<file path="src/core/mac_pkg.sv">
/*
 * constants for the even half-word multiply-accumulate datapath:
 * instruction field positions, opcode encodings, widths.
 * assumes lsb-0 bit numbering of the instruction word (bit 0 = lsb).
 */
`default_nettype none
package mac_pkg;
    // ************************************************************
    // widths
    // ************************************************************
    localparam int DATA_W = 64;
    localparam int WORD_W = 32;
    localparam int HALF_W = 16;
    localparam int INSN_W = 32;
    // ************************************************************
    // instruction fields (lsb-0 positions)
    // ************************************************************
    localparam int PRIM_HI = 31;
    localparam int PRIM_LO = 26;
    localparam int EXT_HI = 10;
    localparam int EXT_LO = 0;
    localparam int ACC_SEL_POS = 5;
    // ************************************************************
    // operand half-word positions (lsb-0)
    // ************************************************************
    localparam int HI_EVEN_LO = 48;
    localparam int LO_EVEN_LO = 16;
    // ************************************************************
    // opcodes
    // ************************************************************
    localparam logic [5:0] PRIM_VEC = 6'h04;
    localparam logic [10:0] EXT_GSMFAA = 11'h52B;
    localparam logic [10:0] EXT_GSMFAN = 11'h5AB;
    localparam logic [10:0] EXT_GSMIAA = 11'h529;
    localparam logic [10:0] EXT_GSMIAN = 11'h5A9;
    localparam logic [10:0] EXT_GUMIAA = 11'h528;
    localparam logic [10:0] EXT_GUMIAN = 11'h5A8;
    localparam logic [10:0] EXT_SMF_MASK = 11'h7DF;
    localparam logic [10:0] EXT_SMF = 11'h40B;
    localparam logic [10:0] EXT_SMFAAW = 11'h50B;
    localparam logic [10:0] EXT_SMFANW = 11'h58B;
    localparam logic [63:0] ACC_RESET = 64'h0000_0000_0000_0000;
    typedef enum logic [3:0] {
        OP_NONE, OP_GSMFAA, OP_GSMFAN, OP_GSMIAA, OP_GSMIAN,
        OP_GUMIAA, OP_GUMIAN, OP_SMF, OP_SMFAAW, OP_SMFANW
    } mac_op_t;
endpackage : mac_pkg
`default_nettype wire

</file>
<file path="src/core/mac_issue_if.sv">
/*
 * operand carrier between the datapath top and its multiplier leaf.
 * assumes one clock domain; purely combinational signals.
 */
`default_nettype none
interface mac_issue_if;
    logic [15:0] a_hi;
    logic [15:0] b_hi;
    logic [15:0] a_lo;
    logic [15:0] b_lo;
    logic [31:0] sf_hi;
    logic [31:0] sf_lo;
    logic [31:0] si_lo;
    logic [31:0] ui_lo;
    modport core (output a_hi, b_hi, a_lo, b_lo,
                  input sf_hi, sf_lo, si_lo, ui_lo);
    modport mult (input a_hi, b_hi, a_lo, b_lo,
                  output sf_hi, sf_lo, si_lo, ui_lo);
endinterface : mac_issue_if
`default_nettype wire

</file>
<file path="src/core/even_halfword_mac_unit.sv">
/*
 * even half-word multiply datapath with 64-bit accumulator: guarded
 * 64-bit accumulate forms, plain fractional multiply, word accumulate.
 * assumes the pipeline presents one instruction per valid cycle with
 * both source registers; result appears one clock later.
 */
// Function
// - guarded signed fractional accumulate adds the extended low product to acc.
// - guarded sums wrap modulo 2^64 and touch no status register.
// - guarded signed fractional negative subtracts the low product from acc.
// - guarded differences wrap modulo 2^64 and touch no status register.
// - guarded signed integer accumulate adds the sign-extended low product.
// - guarded signed integer negative subtracts the sign-extended low product.
// - guarded unsigned accumulate adds the zero-extended low product.
// - guarded unsigned negative subtracts the zero-extended low product.
// - plain fractional multiply puts both even-lane products in the two words.
// - the accumulate-select bit copies the result to acc, else acc holds.
// - word accumulate adds each fractional product to its acc word mod 2^32.
// - word negative subtracts each fractional product from its acc word.
`default_nettype none
module even_halfword_mac_unit
    import mac_pkg::*;
(
    // clock and reset
    input wire logic core_clk_in,
    input wire logic rstn_in,
    // issue
    input wire logic issue_valid_in,
    input wire logic [31:0] insn_in,
    input wire logic [63:0] source_reg_a_in,
    input wire logic [63:0] source_reg_b_in,
    // result
    output logic result_valid_out,
    output logic [63:0] result_out,
    output logic [63:0] mac_accumulator_out,
    output logic illegal_out
);
    // ************************************************************
    // decode
    // ************************************************************
    mac_issue_if mi ();
    mac_op_t op;
    logic [5:0] prim;
    logic [10:0] ext;
    logic prim_hit;
    logic acc_sel;
    assign prim = insn_in[PRIM_HI:PRIM_LO];
    assign ext = insn_in[EXT_HI:EXT_LO];
    assign prim_hit = (prim == PRIM_VEC);
    assign acc_sel = insn_in[ACC_SEL_POS];
    assign op = !prim_hit ? OP_NONE :
        (ext == EXT_GSMFAA) ? OP_GSMFAA :
        (ext == EXT_GSMFAN) ? OP_GSMFAN :
        (ext == EXT_GSMIAA) ? OP_GSMIAA :
        (ext == EXT_GSMIAN) ? OP_GSMIAN :
        (ext == EXT_GUMIAA) ? OP_GUMIAA :
        (ext == EXT_GUMIAN) ? OP_GUMIAN :
        ((ext & EXT_SMF_MASK) == EXT_SMF) ? OP_SMF :
        (ext == EXT_SMFAAW) ? OP_SMFAAW :
        (ext == EXT_SMFANW) ? OP_SMFANW : OP_NONE;
    // ************************************************************
    // multipliers
    // ************************************************************
    assign mi.a_hi = source_reg_a_in[HI_EVEN_LO +: HALF_W];
    assign mi.b_hi = source_reg_b_in[HI_EVEN_LO +: HALF_W];
    assign mi.a_lo = source_reg_a_in[LO_EVEN_LO +: HALF_W];
    assign mi.b_lo = source_reg_b_in[LO_EVEN_LO +: HALF_W];
    halfword_mult u_mult (
        .m(mi)
    );
    // ************************************************************
    // arithmetic
    // ************************************************************
    logic [63:0] acc;
    logic [63:0] sf_ext;
    logic [63:0] si_ext;
    logic [63:0] ui_ext;
    logic [63:0] g_sf_add;
    logic [63:0] g_sf_sub;
    logic [63:0] g_si_add;
    logic [63:0] g_si_sub;
    logic [63:0] g_ui_add;
    logic [63:0] g_ui_sub;
    logic [63:0] plain_smf;
    logic [31:0] w_hi_add;
    logic [31:0] w_lo_add;
    logic [31:0] w_hi_sub;
    logic [31:0] w_lo_sub;
    assign sf_ext = {{32{mi.sf_lo[31]}}, mi.sf_lo};
    assign si_ext = {{32{mi.si_lo[31]}}, mi.si_lo};
    assign ui_ext = {32'h0000_0000, mi.ui_lo};
    // 64-bit adders drop the carry: no overflow flag exists
    assign g_sf_add = acc + sf_ext;
    assign g_sf_sub = acc - sf_ext;
    assign g_si_add = acc + si_ext;
    assign g_si_sub = acc - si_ext;
    assign g_ui_add = acc + ui_ext;
    assign g_ui_sub = acc - ui_ext;
    assign plain_smf = {mi.sf_hi, mi.sf_lo};
    assign w_hi_add = acc[63:32] + mi.sf_hi;
    assign w_lo_add = acc[31:0] + mi.sf_lo;
    assign w_hi_sub = acc[63:32] - mi.sf_hi;
    assign w_lo_sub = acc[31:0] - mi.sf_lo;
    // ************************************************************
    // result select
    // ************************************************************
    logic [63:0] next_result;
    logic next_acc_we;
    logic op_legal;
    always_comb begin
        next_result = 64'h0000_0000_0000_0000;
        next_acc_we = 1'b1;
        unique case (op)
            OP_GSMFAA: next_result = g_sf_add;
            OP_GSMFAN: next_result = g_sf_sub;
            OP_GSMIAA: next_result = g_si_add;
            OP_GSMIAN: next_result = g_si_sub;
            OP_GUMIAA: next_result = g_ui_add;
            OP_GUMIAN: next_result = g_ui_sub;
            OP_SMF: begin
                next_result = plain_smf;
                next_acc_we = acc_sel;
            end
            OP_SMFAAW: next_result = {w_hi_add, w_lo_add};
            OP_SMFANW: next_result = {w_hi_sub, w_lo_sub};
            default: next_acc_we = 1'b0;
        endcase
    end
    assign op_legal = (op != OP_NONE);
    // ************************************************************
    // state
    // ************************************************************
    always_ff @(posedge core_clk_in or negedge rstn_in) begin
        if (!rstn_in) begin
            acc <= ACC_RESET;
        end else if (issue_valid_in && op_legal && next_acc_we) begin
            acc <= next_result;
        end
    end
    always_ff @(posedge core_clk_in or negedge rstn_in) begin
        if (!rstn_in) begin
            result_valid_out <= 1'b0;
            result_out <= 64'h0000_0000_0000_0000;
            illegal_out <= 1'b0;
        end else begin
            result_valid_out <= issue_valid_in && op_legal;
            illegal_out <= issue_valid_in && !op_legal;
            if (issue_valid_in && op_legal) begin
                result_out <= next_result;
            end
        end
    end
    assign mac_accumulator_out = acc;
    // ************************************************************
    // assertions
    // ************************************************************
    property p_gsmfaa;
        @(posedge core_clk_in) disable iff (!rstn_in)
        (issue_valid_in && op == OP_GSMFAA) |=>
            result_out == $past(acc) + {{32{$past(mi.sf_lo[31])}},
                $past(mi.sf_lo)} && acc == result_out;
    endproperty
    a_gsmfaa: assert property (p_gsmfaa)
        else $error("fractional accumulate result wrong");
    property p_gsmfan;
        @(posedge core_clk_in) disable iff (!rstn_in)
        (issue_valid_in && op == OP_GSMFAN) |=>
            (result_out + {{32{$past(mi.sf_lo[31])}}, $past(mi.sf_lo)})
                == $past(acc);
    endproperty
    a_gsmfan: assert property (p_gsmfan)
        else $error("fractional negative result wrong");
    property p_wrap;
        @(posedge core_clk_in) disable iff (!rstn_in)
        (issue_valid_in && op == OP_GUMIAA && acc == 64'hFFFF_FFFF_FFFF_FFFF
            && mi.ui_lo == 32'h0000_0001) |=> acc == 64'h0000_0000_0000_0000;
    endproperty
    a_wrap: assert property (p_wrap)
        else $error("unsigned sum did not wrap");
    property p_gsmian;
        @(posedge core_clk_in) disable iff (!rstn_in)
        (issue_valid_in && op == OP_GSMIAN) |=>
            result_out == $past(acc) - {{32{$past(mi.si_lo[31])}},
                $past(mi.si_lo)};
    endproperty
    a_gsmian: assert property (p_gsmian)
        else $error("signed integer negative result wrong");
    property p_gumian;
        @(posedge core_clk_in) disable iff (!rstn_in)
        (issue_valid_in && op == OP_GUMIAN) |=>
            result_out == $past(acc) - {32'h0000_0000, $past(mi.ui_lo)};
    endproperty
    a_gumian: assert property (p_gumian)
        else $error("unsigned negative result wrong");
    property p_acc_hold;
        @(posedge core_clk_in) disable iff (!rstn_in)
        (issue_valid_in && op == OP_SMF && !acc_sel) |=> $stable(acc);
    endproperty
    a_acc_hold: assert property (p_acc_hold)
        else $error("accumulator changed with select clear");
    property p_acc_copy;
        @(posedge core_clk_in) disable iff (!rstn_in)
        (issue_valid_in && op == OP_SMF && acc_sel) |=>
            acc == result_out && result_valid_out;
    endproperty
    a_acc_copy: assert property (p_acc_copy)
        else $error("accumulator not loaded with select set");
    property p_words;
        @(posedge core_clk_in) disable iff (!rstn_in)
        (issue_valid_in && op == OP_SMFAAW) |=>
            result_out[31:0] == $past(acc[31:0]) + $past(mi.sf_lo)
            && result_out[63:32] == $past(acc[63:32]) + $past(mi.sf_hi);
    endproperty
    a_words: assert property (p_words)
        else $error("word accumulate result wrong");
    property p_frac;
        @(posedge core_clk_in) disable iff (!rstn_in)
        (mi.a_lo == 16'h8000 && mi.b_lo == 16'h8000) |->
            mi.sf_lo == 32'h8000_0000;
    endproperty
    a_frac: assert property (p_frac)
        else $error("fractional corner product wrong");
    // ************************************************************
    // further result and hold checks
    // ************************************************************
    property p_gsmiaa;
        @(posedge core_clk_in) disable iff (!rstn_in)
        (issue_valid_in && op == OP_GSMIAA) |=>
            result_out == $past(acc) + {{32{$past(mi.si_lo[31])}},
                $past(mi.si_lo)} && acc == result_out;
    endproperty
    a_gsmiaa: assert property (p_gsmiaa)
        else $error("signed integer accumulate result wrong");
    property p_gumiaa;
        @(posedge core_clk_in) disable iff (!rstn_in)
        (issue_valid_in && op == OP_GUMIAA) |=>
            result_out == $past(acc) + {32'h0000_0000, $past(mi.ui_lo)};
    endproperty
    a_gumiaa: assert property (p_gumiaa)
        else $error("unsigned accumulate result wrong");
    property p_smf;
        @(posedge core_clk_in) disable iff (!rstn_in)
        (issue_valid_in && op == OP_SMF) |=>
            result_out == {$past(mi.sf_hi), $past(mi.sf_lo)};
    endproperty
    a_smf: assert property (p_smf)
        else $error("plain fractional multiply result wrong");
    property p_wrap_sub;
        @(posedge core_clk_in) disable iff (!rstn_in)
        (issue_valid_in && op == OP_GUMIAN && acc == 64'h0000_0000_0000_0000
            && mi.ui_lo == 32'h0000_0001) |=> acc == 64'hFFFF_FFFF_FFFF_FFFF;
    endproperty
    a_wrap_sub: assert property (p_wrap_sub)
        else $error("unsigned difference did not wrap");
    property p_words_neg;
        @(posedge core_clk_in) disable iff (!rstn_in)
        (issue_valid_in && op == OP_SMFANW) |=>
            result_out[31:0] == $past(acc[31:0]) - $past(mi.sf_lo)
            && result_out[63:32] == $past(acc[63:32]) - $past(mi.sf_hi)
            && acc == result_out;
    endproperty
    a_words_neg: assert property (p_words_neg)
        else $error("word negative accumulate result wrong");
    property p_refused;
        @(posedge core_clk_in) disable iff (!rstn_in)
        (issue_valid_in && !op_legal) |=>
            illegal_out && !result_valid_out && $stable(acc)
            && $stable(result_out);
    endproperty
    a_refused: assert property (p_refused)
        else $error("unknown opcode changed state");
    property p_idle;
        @(posedge core_clk_in) disable iff (!rstn_in)
        !issue_valid_in |=> !result_valid_out && !illegal_out
            && $stable(acc) && $stable(result_out);
    endproperty
    a_idle: assert property (p_idle)
        else $error("state changed without an issue");
    property p_acc_write;
        @(posedge core_clk_in) disable iff (!rstn_in)
        (issue_valid_in && op_legal && op != OP_SMF) |=>
            result_valid_out && acc == result_out;
    endproperty
    a_acc_write: assert property (p_acc_write)
        else $error("accumulator and result differ after update");
    property p_frac_hi;
        @(posedge core_clk_in) disable iff (!rstn_in)
        (mi.a_hi == 16'h8000 && mi.b_hi == 16'h8000) |->
            mi.sf_hi == 32'h8000_0000;
    endproperty
    a_frac_hi: assert property (p_frac_hi)
        else $error("upper fractional corner product wrong");
    property p_excl;
        @(posedge core_clk_in) disable iff (!rstn_in)
        !(result_valid_out && illegal_out);
    endproperty
    a_excl: assert property (p_excl)
        else $error("result and illegal pulses together");
    c_gsmfaa: cover property (@(posedge core_clk_in)
        issue_valid_in && op == OP_GSMFAA);
    c_smf_acc: cover property (@(posedge core_clk_in)
        issue_valid_in && op == OP_SMF && acc_sel);
    c_anw: cover property (@(posedge core_clk_in)
        issue_valid_in && op == OP_SMFANW);
    c_illegal: cover property (@(posedge core_clk_in)
        issue_valid_in && !op_legal);
    c_wrap: cover property (@(posedge core_clk_in)
        issue_valid_in && op == OP_GUMIAA
        && acc == 64'hFFFF_FFFF_FFFF_FFFF);
endmodule : even_halfword_mac_unit
`default_nettype wire

</file>
<file path="src/core/halfword_mult.sv">
/*
 * half-word multipliers: signed fractional products for both even
 * lanes, signed and unsigned integer products for the low lane.
 * assumes operands are stable for the cycle; no state.
 */
`default_nettype none
module halfword_mult
    import mac_pkg::*;
(
    mac_issue_if.mult m
);
    logic signed [31:0] prod_hi;
    logic signed [31:0] prod_lo;
    assign prod_hi = $signed(m.a_hi) * $signed(m.b_hi);
    assign prod_lo = $signed(m.a_lo) * $signed(m.b_lo);
    // 1.15 x 1.15: shift left one, -1 x -1 wraps to 0x8000_0000
    assign m.sf_hi = {prod_hi[30:0], 1'b0};
    assign m.sf_lo = {prod_lo[30:0], 1'b0};
    assign m.si_lo = prod_lo;
    assign m.ui_lo = m.a_lo * m.b_lo;
endmodule : halfword_mult
`default_nettype wire

</file>
<file path="config.mk">
export PLATFORM = sky130hd
export DESIGN_NAME = even_halfword_mac_unit
export DESIGN_NICKNAME = d
export VERILOG_FILES = /design/src/core/mac_pkg.sv /design/src/core/mac_issue_if.sv /design/src/core/even_halfword_mac_unit.sv /design/src/core/halfword_mult.sv
export SDC_FILE = /design/constraint.sdc
export NUM_CORES = 2
export LEC_CHECK = 0
export ABC_CLOCK_PERIOD_IN_PS = 3400
export BUFFER_PORTS_ARGS = -buffer_cell sky130_fd_sc_hd__buf_2
export CAP_MARGIN = 15
export CELL_PAD_IN_SITES_DETAIL_PLACEMENT = 0
export CELL_PAD_IN_SITES_GLOBAL_PLACEMENT = 2
export CORE_UTILIZATION = 25
export DETAILED_ROUTE_END_ITERATION = 10
export GPL_TIMING_DRIVEN = 0
export PLACE_DENSITY = 0.63
export SLEW_MARGIN = 20
export SYNTH_ARGS = -nofsm -noshare
export SYNTH_HDL_FRONTEND = slang
export SYNTH_SLANG_ARGS = --single-unit
</file>
<file path="constraint.sdc">
create_clock -name core_clk_in -period 3.4 [get_ports core_clk_in]
set_input_delay 0.34 -clock core_clk_in [delete_from_list [all_inputs] [get_ports core_clk_in]]
set_output_delay 0.34 -clock core_clk_in [all_outputs]
set_load 0.02 [all_outputs]
</file>
* Word level (Yosys, flattened, before mapping)
Index checks and enable logic that the tools add are counted.
Operators by class: add/sub/neg operators 10, $mul 3, equal/unequal tests 19, muxes and demuxes 12, reductions and logical operators 6
Operator list (number):
- case mux 64 bit (9 select lines) | 1
- adder 64 bit | 2
- subtractor 64 bit | 2
- equality test 11 bit, second input constant | 8
- adder 32 bit | 2
- adder 64 x 32 -> 64 bit | 1
- multiplier 16 x 16 -> 32 bit | 2
- subtractor 32 bit | 2
- subtractor 64 x 32 -> 64 bit | 1
- 2-to-1 mux 4 bit | 10
- multiplier 16 x 16 -> 31 bit | 1
- equality test 4 x 3 -> 1 bit, second input constant | 4
- equality test 10 bit, second input constant | 1
- equality test 4 x 2 -> 1 bit, second input constant | 2
- equality test 4 bit, second input constant | 2
- OR reduction 8 bit | 1
- equality test 6 x 3 -> 1 bit, second input constant | 1
- equality test 4 x 1 -> 1 bit, second input constant | 1
- nonzero test 4 bit | 1
- logical AND 1 bit | 3
- case mux 1 bit (2 select lines) | 1
- logical NOT 1 bit | 1
Word-level totals: register bits 130, output and inout port bits 130, word-level logic and storage cells 54

* Depth between registers and ports, before layout
depth after elaboration 15, mapped depth 45, gate-level depth less buffers 41

* Hierarchy
A second synthesis with hierarchy kept.
Second synthesis, totals: cells, all modules 5106, area total of the unflattened synthesis 41477.3 µm²
Modules (own cells, without submodules):
- halfword_mult | instances 1, cells each 2699, area each 24288.3 µm², seq. area each 0.0 µm²
- even_halfword_mac_unit | instances 1, cells each 2407, area each 17189.0 µm², seq. area each 3253.1 µm²

* Worst setup path after synthesis
OpenSTA, ideal clock, no wires.
kind input to register, from input source_reg_b_in[31], to register acc[61], in the netlist mac_accumulator_out[61], library setup time 0.141 ns, data arrival time 10.186 ns, setup slack -6.927 ns, cell stages on the path 41, path through clkbuf_1 -> nand2b_1 -> fa_1 -> fa_1 -> inv_1 -> fa_1 -> inv_1 -> fa_1 -> inv_1 -> fa_1 -> fa_1 -> ha_1 -> a211oi_1 -> a21boi_1 -> a211o_1 -> o21a_4 -> o21ai_0 -> xor2_1 -> [5 not listed] -> clkbuf_1 -> ha_1 -> nor2_1 -> nor2_1 -> ha_1 -> clkbuf_1 -> nand2_1 -> o21a_1 -> o21ai_0 -> a211oi_1 -> o31a_1 -> o31ai_1 -> nor2_1 -> o41ai_1 -> nand2_1 -> mux2i_1 -> a2111oi_0 -> a21oi_1
Between the ends: cells in the longest elaborated chain, start to end 3, elaborated cells between the ends (all ways) 9, classes of those cells 6 x add/sub; 2 x mul; 1 x mux
Ends and longest elaborated chain:
- start: declaration | RTL line even_halfword_mac_unit.sv:31 | input wire logic [63:0] source_reg_b_in,
- multiplier 16 x 16 -> 32 bit, on equally long branches | RTL line halfword_mult.sv:20, halfword_mult.sv:15
- subtractor 64 x 32 -> 64 bit (tied with other cells) | RTL line even_halfword_mac_unit.sv:98 | assign g_ui_sub = acc - ui_ext;
- case mux 64 bit (9 select lines) (*) | RTL line even_halfword_mac_unit.sv:113 | unique case (op)
- end signal: assignment | RTL line even_halfword_mac_unit.sv:137 | acc <= next_result;
- end: declaration | RTL line even_halfword_mac_unit.sv:74 | logic [63:0] acc;
Every way passes the cells marked *; elsewhere a longest branch is shown, timed or not. A chain may end at the register's enable or synchronous reset.

* Worst setup path in the final report
from input source_reg_a_in[18], to register result_out[63]
Between the ends: cells in the longest elaborated chain, start to end 3, elaborated cells between the ends (all ways) 9, classes of those cells 6 x add/sub; 2 x mul; 1 x mux
Ends and longest elaborated chain:
- start: declaration | RTL line even_halfword_mac_unit.sv:30 | input wire logic [63:0] source_reg_a_in,
- multiplier 16 x 16 -> 32 bit, on equally long branches | RTL line halfword_mult.sv:20, halfword_mult.sv:15
- subtractor 64 x 32 -> 64 bit (tied with other cells) | RTL line even_halfword_mac_unit.sv:98
- case mux 64 bit (9 select lines) (*) | RTL line even_halfword_mac_unit.sv:113
- end signal: assignment | RTL line even_halfword_mac_unit.sv:149 | result_out <= next_result;
- end: declaration | RTL line even_halfword_mac_unit.sv:34 | output logic [63:0] result_out,
Marked as above.

==> Flow_metrics.wiki <==
{| class="wikitable"
! Metric !! Value
|-
| Area of the core || 176900 um^2
|-
| Crit path setup slack, layout || -7.001 ns
|-
| HPWL reported at the end of detailed placement || 168200 um
|-
| Commonest register cell after synthesis || sky130_fd_sc_hd__dfrtp_1
|-
| Violations in the final reports || negative setup slack
|-
| Via count || 41503
|-
| Max stage delay on crit path || 0.57 ns
|-
| Area contributors post-synth || sky130_fd_sc_hd__fa_1 (28%), sky130_fd_sc_hd__ha_1 (12%), sky130_fd_sc_hd__dfrtp_1 (7.3%)
|-
| Max frequency || 96.15 MHz
|-
| Final hold vios || 0
|-
| Pre-CTS setup slack || -9.751 ns
|-
| Overall fraction of global-route tracks in use || 21.94%
|-
| Reg2Reg Setup Slack || -1.32 ns
|-
| FF-to-FF path depth || 16
|-
| Timing endpoint of the critical path || result_out[63]
|-
| First-pass GRT wire length || 292900 um
|-
| Count of cells along the worst hold path || 2
|-
| Router iterations before antenna repair || 5
|-
| Clock transition at the registers of the reported paths || 0.08 ns
|-
| Share of cells above drive strength 1 || 16.09%
|-
| Clock tree root driver cell || sky130_fd_sc_hd__clkbuf_16
|-
| Largest clock skew in the final design || 0.01825 ns
|-
| Cell with the biggest individual delay on the critical path || sky130_fd_sc_hd__or4_4
|-
| Die X-Extent || 425.0 um
|-
| RD Place Congestion || 0.9308
|-
| Transition time at the pin with the least slew margin || 1.274 ns
|-
| Clock tree from TritonCTS || done
|-
| GRT Residual Overflow || 0
|-
| CP Class || input port to flip-flop
|-
| Yosys top cell by area || sky130_fd_sc_hd__fa_1
|-
| Unrepaired setup endpoints after global routing || yes
|-
| Required arrival time at the worst endpoint || 3.72 ns
|-
| Run status || finished with violations
|-
| Crit share post-route || 305.9%
|-
| R2r startpoint || mac_accumulator_out[1]
|-
| Crit path arrival time || 10.72 ns
|-
| Total of endpoints with negative setup slack in the final report || 129
|-
| Routed WL || 198400 um
|-
| Max Cap Violations || 0
|-
| Sequential fraction of the synthesis area || 7.274%
|-
| Initial core utilization || 25.28%
|-
| Layout overhead on the synthesized area || 21.26%
|-
| Overall die area || 180600 um^2
|-
| Number of design-rule violations left by the first detailed-router iteration || 2660
|-
| Syn Nets || 6787
|-
| Proportion of netlist area held by the largest area contributor || 28.02%
|-
| Clock period minus final worst setup slack || 10.40 ns
|-
| Number of levels in the clock H-tree || 4
|-
| Worst slew slack as a fraction of its limit || 15.04%
|-
| Combined area of all synthesized cells || 44720 um^2
|-
| Hold Path Class || input port to flip-flop
|-
| Sink Count || 130
|-
| Post-route antenna net violation count || 0
|-
| Mean instance size in the synthesized netlist || 8.019 um^2
|-
| Worst hold slack across all endpoints || 0.3122 ns
|-
| Proportion of synthesized flip-flops having asynchronous set or reset || 100.0%
|-
| Critical Path Start Type || input port
|-
| Number of inserted filler cells in the final layout || 19294
|-
| Maximum number of pins on one net before global-route repair || 67
|-
| Crit path launch || source_reg_a_in[18]
|-
| Nets@finish || 7163
|-
| Cells after Synth || 5577
|-
| Max-slew violation total from the final report || 0
|-
| Number of port buffers || 210
|-
| Residual DRC count || 0
|-
| Row count || 154
|-
| CTS Buf Count || 17
|-
| Flop and latch count out of synthesis || 130
|-
| Hold Path Origin || issue_valid_in
|-
| Leading cell types in the layout, fill and taps excluded || sky130_fd_sc_hd__inv_1 (807), sky130_fd_sc_hd__fa_1 (612), sky130_fd_sc_hd__nand2_1 (575), sky130_fd_sc_hd__ha_1 (393), sky130_fd_sc_hd__a21oi_1 (327)
|-
| Clk Latency, worst-skew pair || 0.49 ns
|-
| Maximum fanout count along the critical path || 10
|-
| Antenna violations before repair || 16
|-
| I/O Pins || 293
|-
| Most common library cell in the layout ignoring fill and taps || sky130_fd_sc_hd__inv_1
|-
| Post-DR vias/cell || 4.993
|-
| Maximum number of buffers from clock root to sink || 2
|-
| Count of flip-flops with a built-in enable after synthesis || 0
|-
| Yosys warns || 0
|-
| Die H || 425.0 um
|-
| Count of cell types in the netlist || 99
|-
| Setup crit end kind || flip-flop
|-
| Number of global-route vias before repair || 42843
|-
| Avg WL per Cell || 23.87 um
|-
| Worst flop-to-flop path endpoint || result_out[63]
|}
-- how the worst min path moves through the flow --
| stage | to | slack (ns) |
|---|---|---|
| after floorplan | illegal_out | 0.04 |
| after global placement | result_out[41] | 0.47 |
| after detailed placement | result_out[6] | 0.35 |
| after CTS | illegal_out | 0.32 |
| after global routing | illegal_out | 0.30 |
| final | illegal_out | 0.31 |
-- cell usage after synthesis, types with 10 or more instances --
master,instances
sky130_fd_sc_hd__a21o_1,138
sky130_fd_sc_hd__ha_1,421
sky130_fd_sc_hd__nand2b_1,71
sky130_fd_sc_hd__o21bai_1,36
sky130_fd_sc_hd__nand3_1,78
sky130_fd_sc_hd__xor2_1,126
sky130_fd_sc_hd__dfrtp_1,130
sky130_fd_sc_hd__nor4_1,21
sky130_fd_sc_hd__o21a_1,47
sky130_fd_sc_hd__or2_2,19
sky130_fd_sc_hd__a221oi_1,31
sky130_fd_sc_hd__a21oi_1,391
sky130_fd_sc_hd__inv_1,825
sky130_fd_sc_hd__fa_1,626
sky130_fd_sc_hd__a211oi_1,28
sky130_fd_sc_hd__o211ai_1,23
sky130_fd_sc_hd__xnor2_1,250
sky130_fd_sc_hd__o22ai_1,33
sky130_fd_sc_hd__a22oi_1,27
sky130_fd_sc_hd__o221ai_1,12
sky130_fd_sc_hd__nor2b_1,26
sky130_fd_sc_hd__clkbuf_1,230
sky130_fd_sc_hd__nand4_1,54
sky130_fd_sc_hd__or3_1,26
sky130_fd_sc_hd__and3_1,42
sky130_fd_sc_hd__or4_1,10
sky130_fd_sc_hd__a2111oi_0,13
sky130_fd_sc_hd__nor3_1,58
sky130_fd_sc_hd__o21ai_1,13
sky130_fd_sc_hd__o31ai_1,23
sky130_fd_sc_hd__nor2_1,333
sky130_fd_sc_hd__nand2_1,592
sky130_fd_sc_hd__and2_1,268
sky130_fd_sc_hd__a31oi_1,46
sky130_fd_sc_hd__o21ai_0,301
sky130_fd_sc_hd__mux2i_1,17
sky130_fd_sc_hd__o31a_1,11
-- through the flow --
stage | TNS [ns] | area (um^2) | utilization [%] | instances
global placement | -996.70 | 49600 | 28.04 | 8127
CTS | -711.43 | 52970 | 29.95 | 8268
detailed placement | -906.32 | 49860 | 28.19 | 8137
floorplan | -566.73 | 45620 | - | 5577
finish | -695.77 | 54230 | 30.66 | 8313
global route | -735.07 | 54220 | 30.65 | 8309
-- flip-flops by register name, indices dropped and copies added, names as in the netlist --
register             cells
mac_accumulator_out     64
result_out              64
illegal_out              1
result_valid_out         1
-- layer usage --
layer / share of wire [%] / global-route usage (%) / up-vias
met3: 3.6 / 1.801 / 205
li1: - / - / 19344
met2: 48 / 36.99 / 876
met5: 0.0091 / 0 / -
met4: 3.5 / 6.337 / 2
met1: 45 / 29.75 / 21076
-- kinds of logic after synthesis --
family | Yosys count | synth area share [%]
compound gates | 1299 | 18.38
xor+xnor | 377 | 7.414
fa+ha+maj | 1047 | 39.80
buf+inv | 1061 | 8.916
flops | 130 | 7.274
mux | 19 | 0.4308
simple gates | 1644 | 17.79
-- area by class of cell --
cell class / count / area (um^2) / share of cell area [%]
well taps: 2340 / 2928 / 5.399
flip-flops and latches: 130 / 3253 / 5.999
clock inverters: 15 / 191.4 / 0.3530
diodes: 7 / 17.52 / 0.03230
plain buffers: 225 / 1539 / 2.838
clock buffers: 17 / 425.4 / 0.7845
multi-input cells: 4386 / 40180 / 74.10
repair buffers: 368 / 2594 / 4.783
inverters: 825 / 3099 / 5.715
-- critical path, delay by kind of cell --
| family | cells | cell delay [ns] |
|---|---|---|
| and+or+nand+nor | 9 | 2.20 |
| adders and majority gates | 9 | 3.67 |
| buffers and inverters | 10 | 1.28 |
| muxes | 1 | 0.10 |
| AOI/OAI and AO/OA | 16 | 3.14 |
-- timing repair --
action	in CTS	in global routing
endpoints found under the setup margin	129	129
endpoints found under the hold margin	64	0
buffers inserted	101	46
pin swaps	125	74
resized for setup	344	237
hold buffers	1	0
cloned	3	0
Power is not shown: default switching activity piles up to over one toggle a cycle in this logic, so the estimate is an artifact.
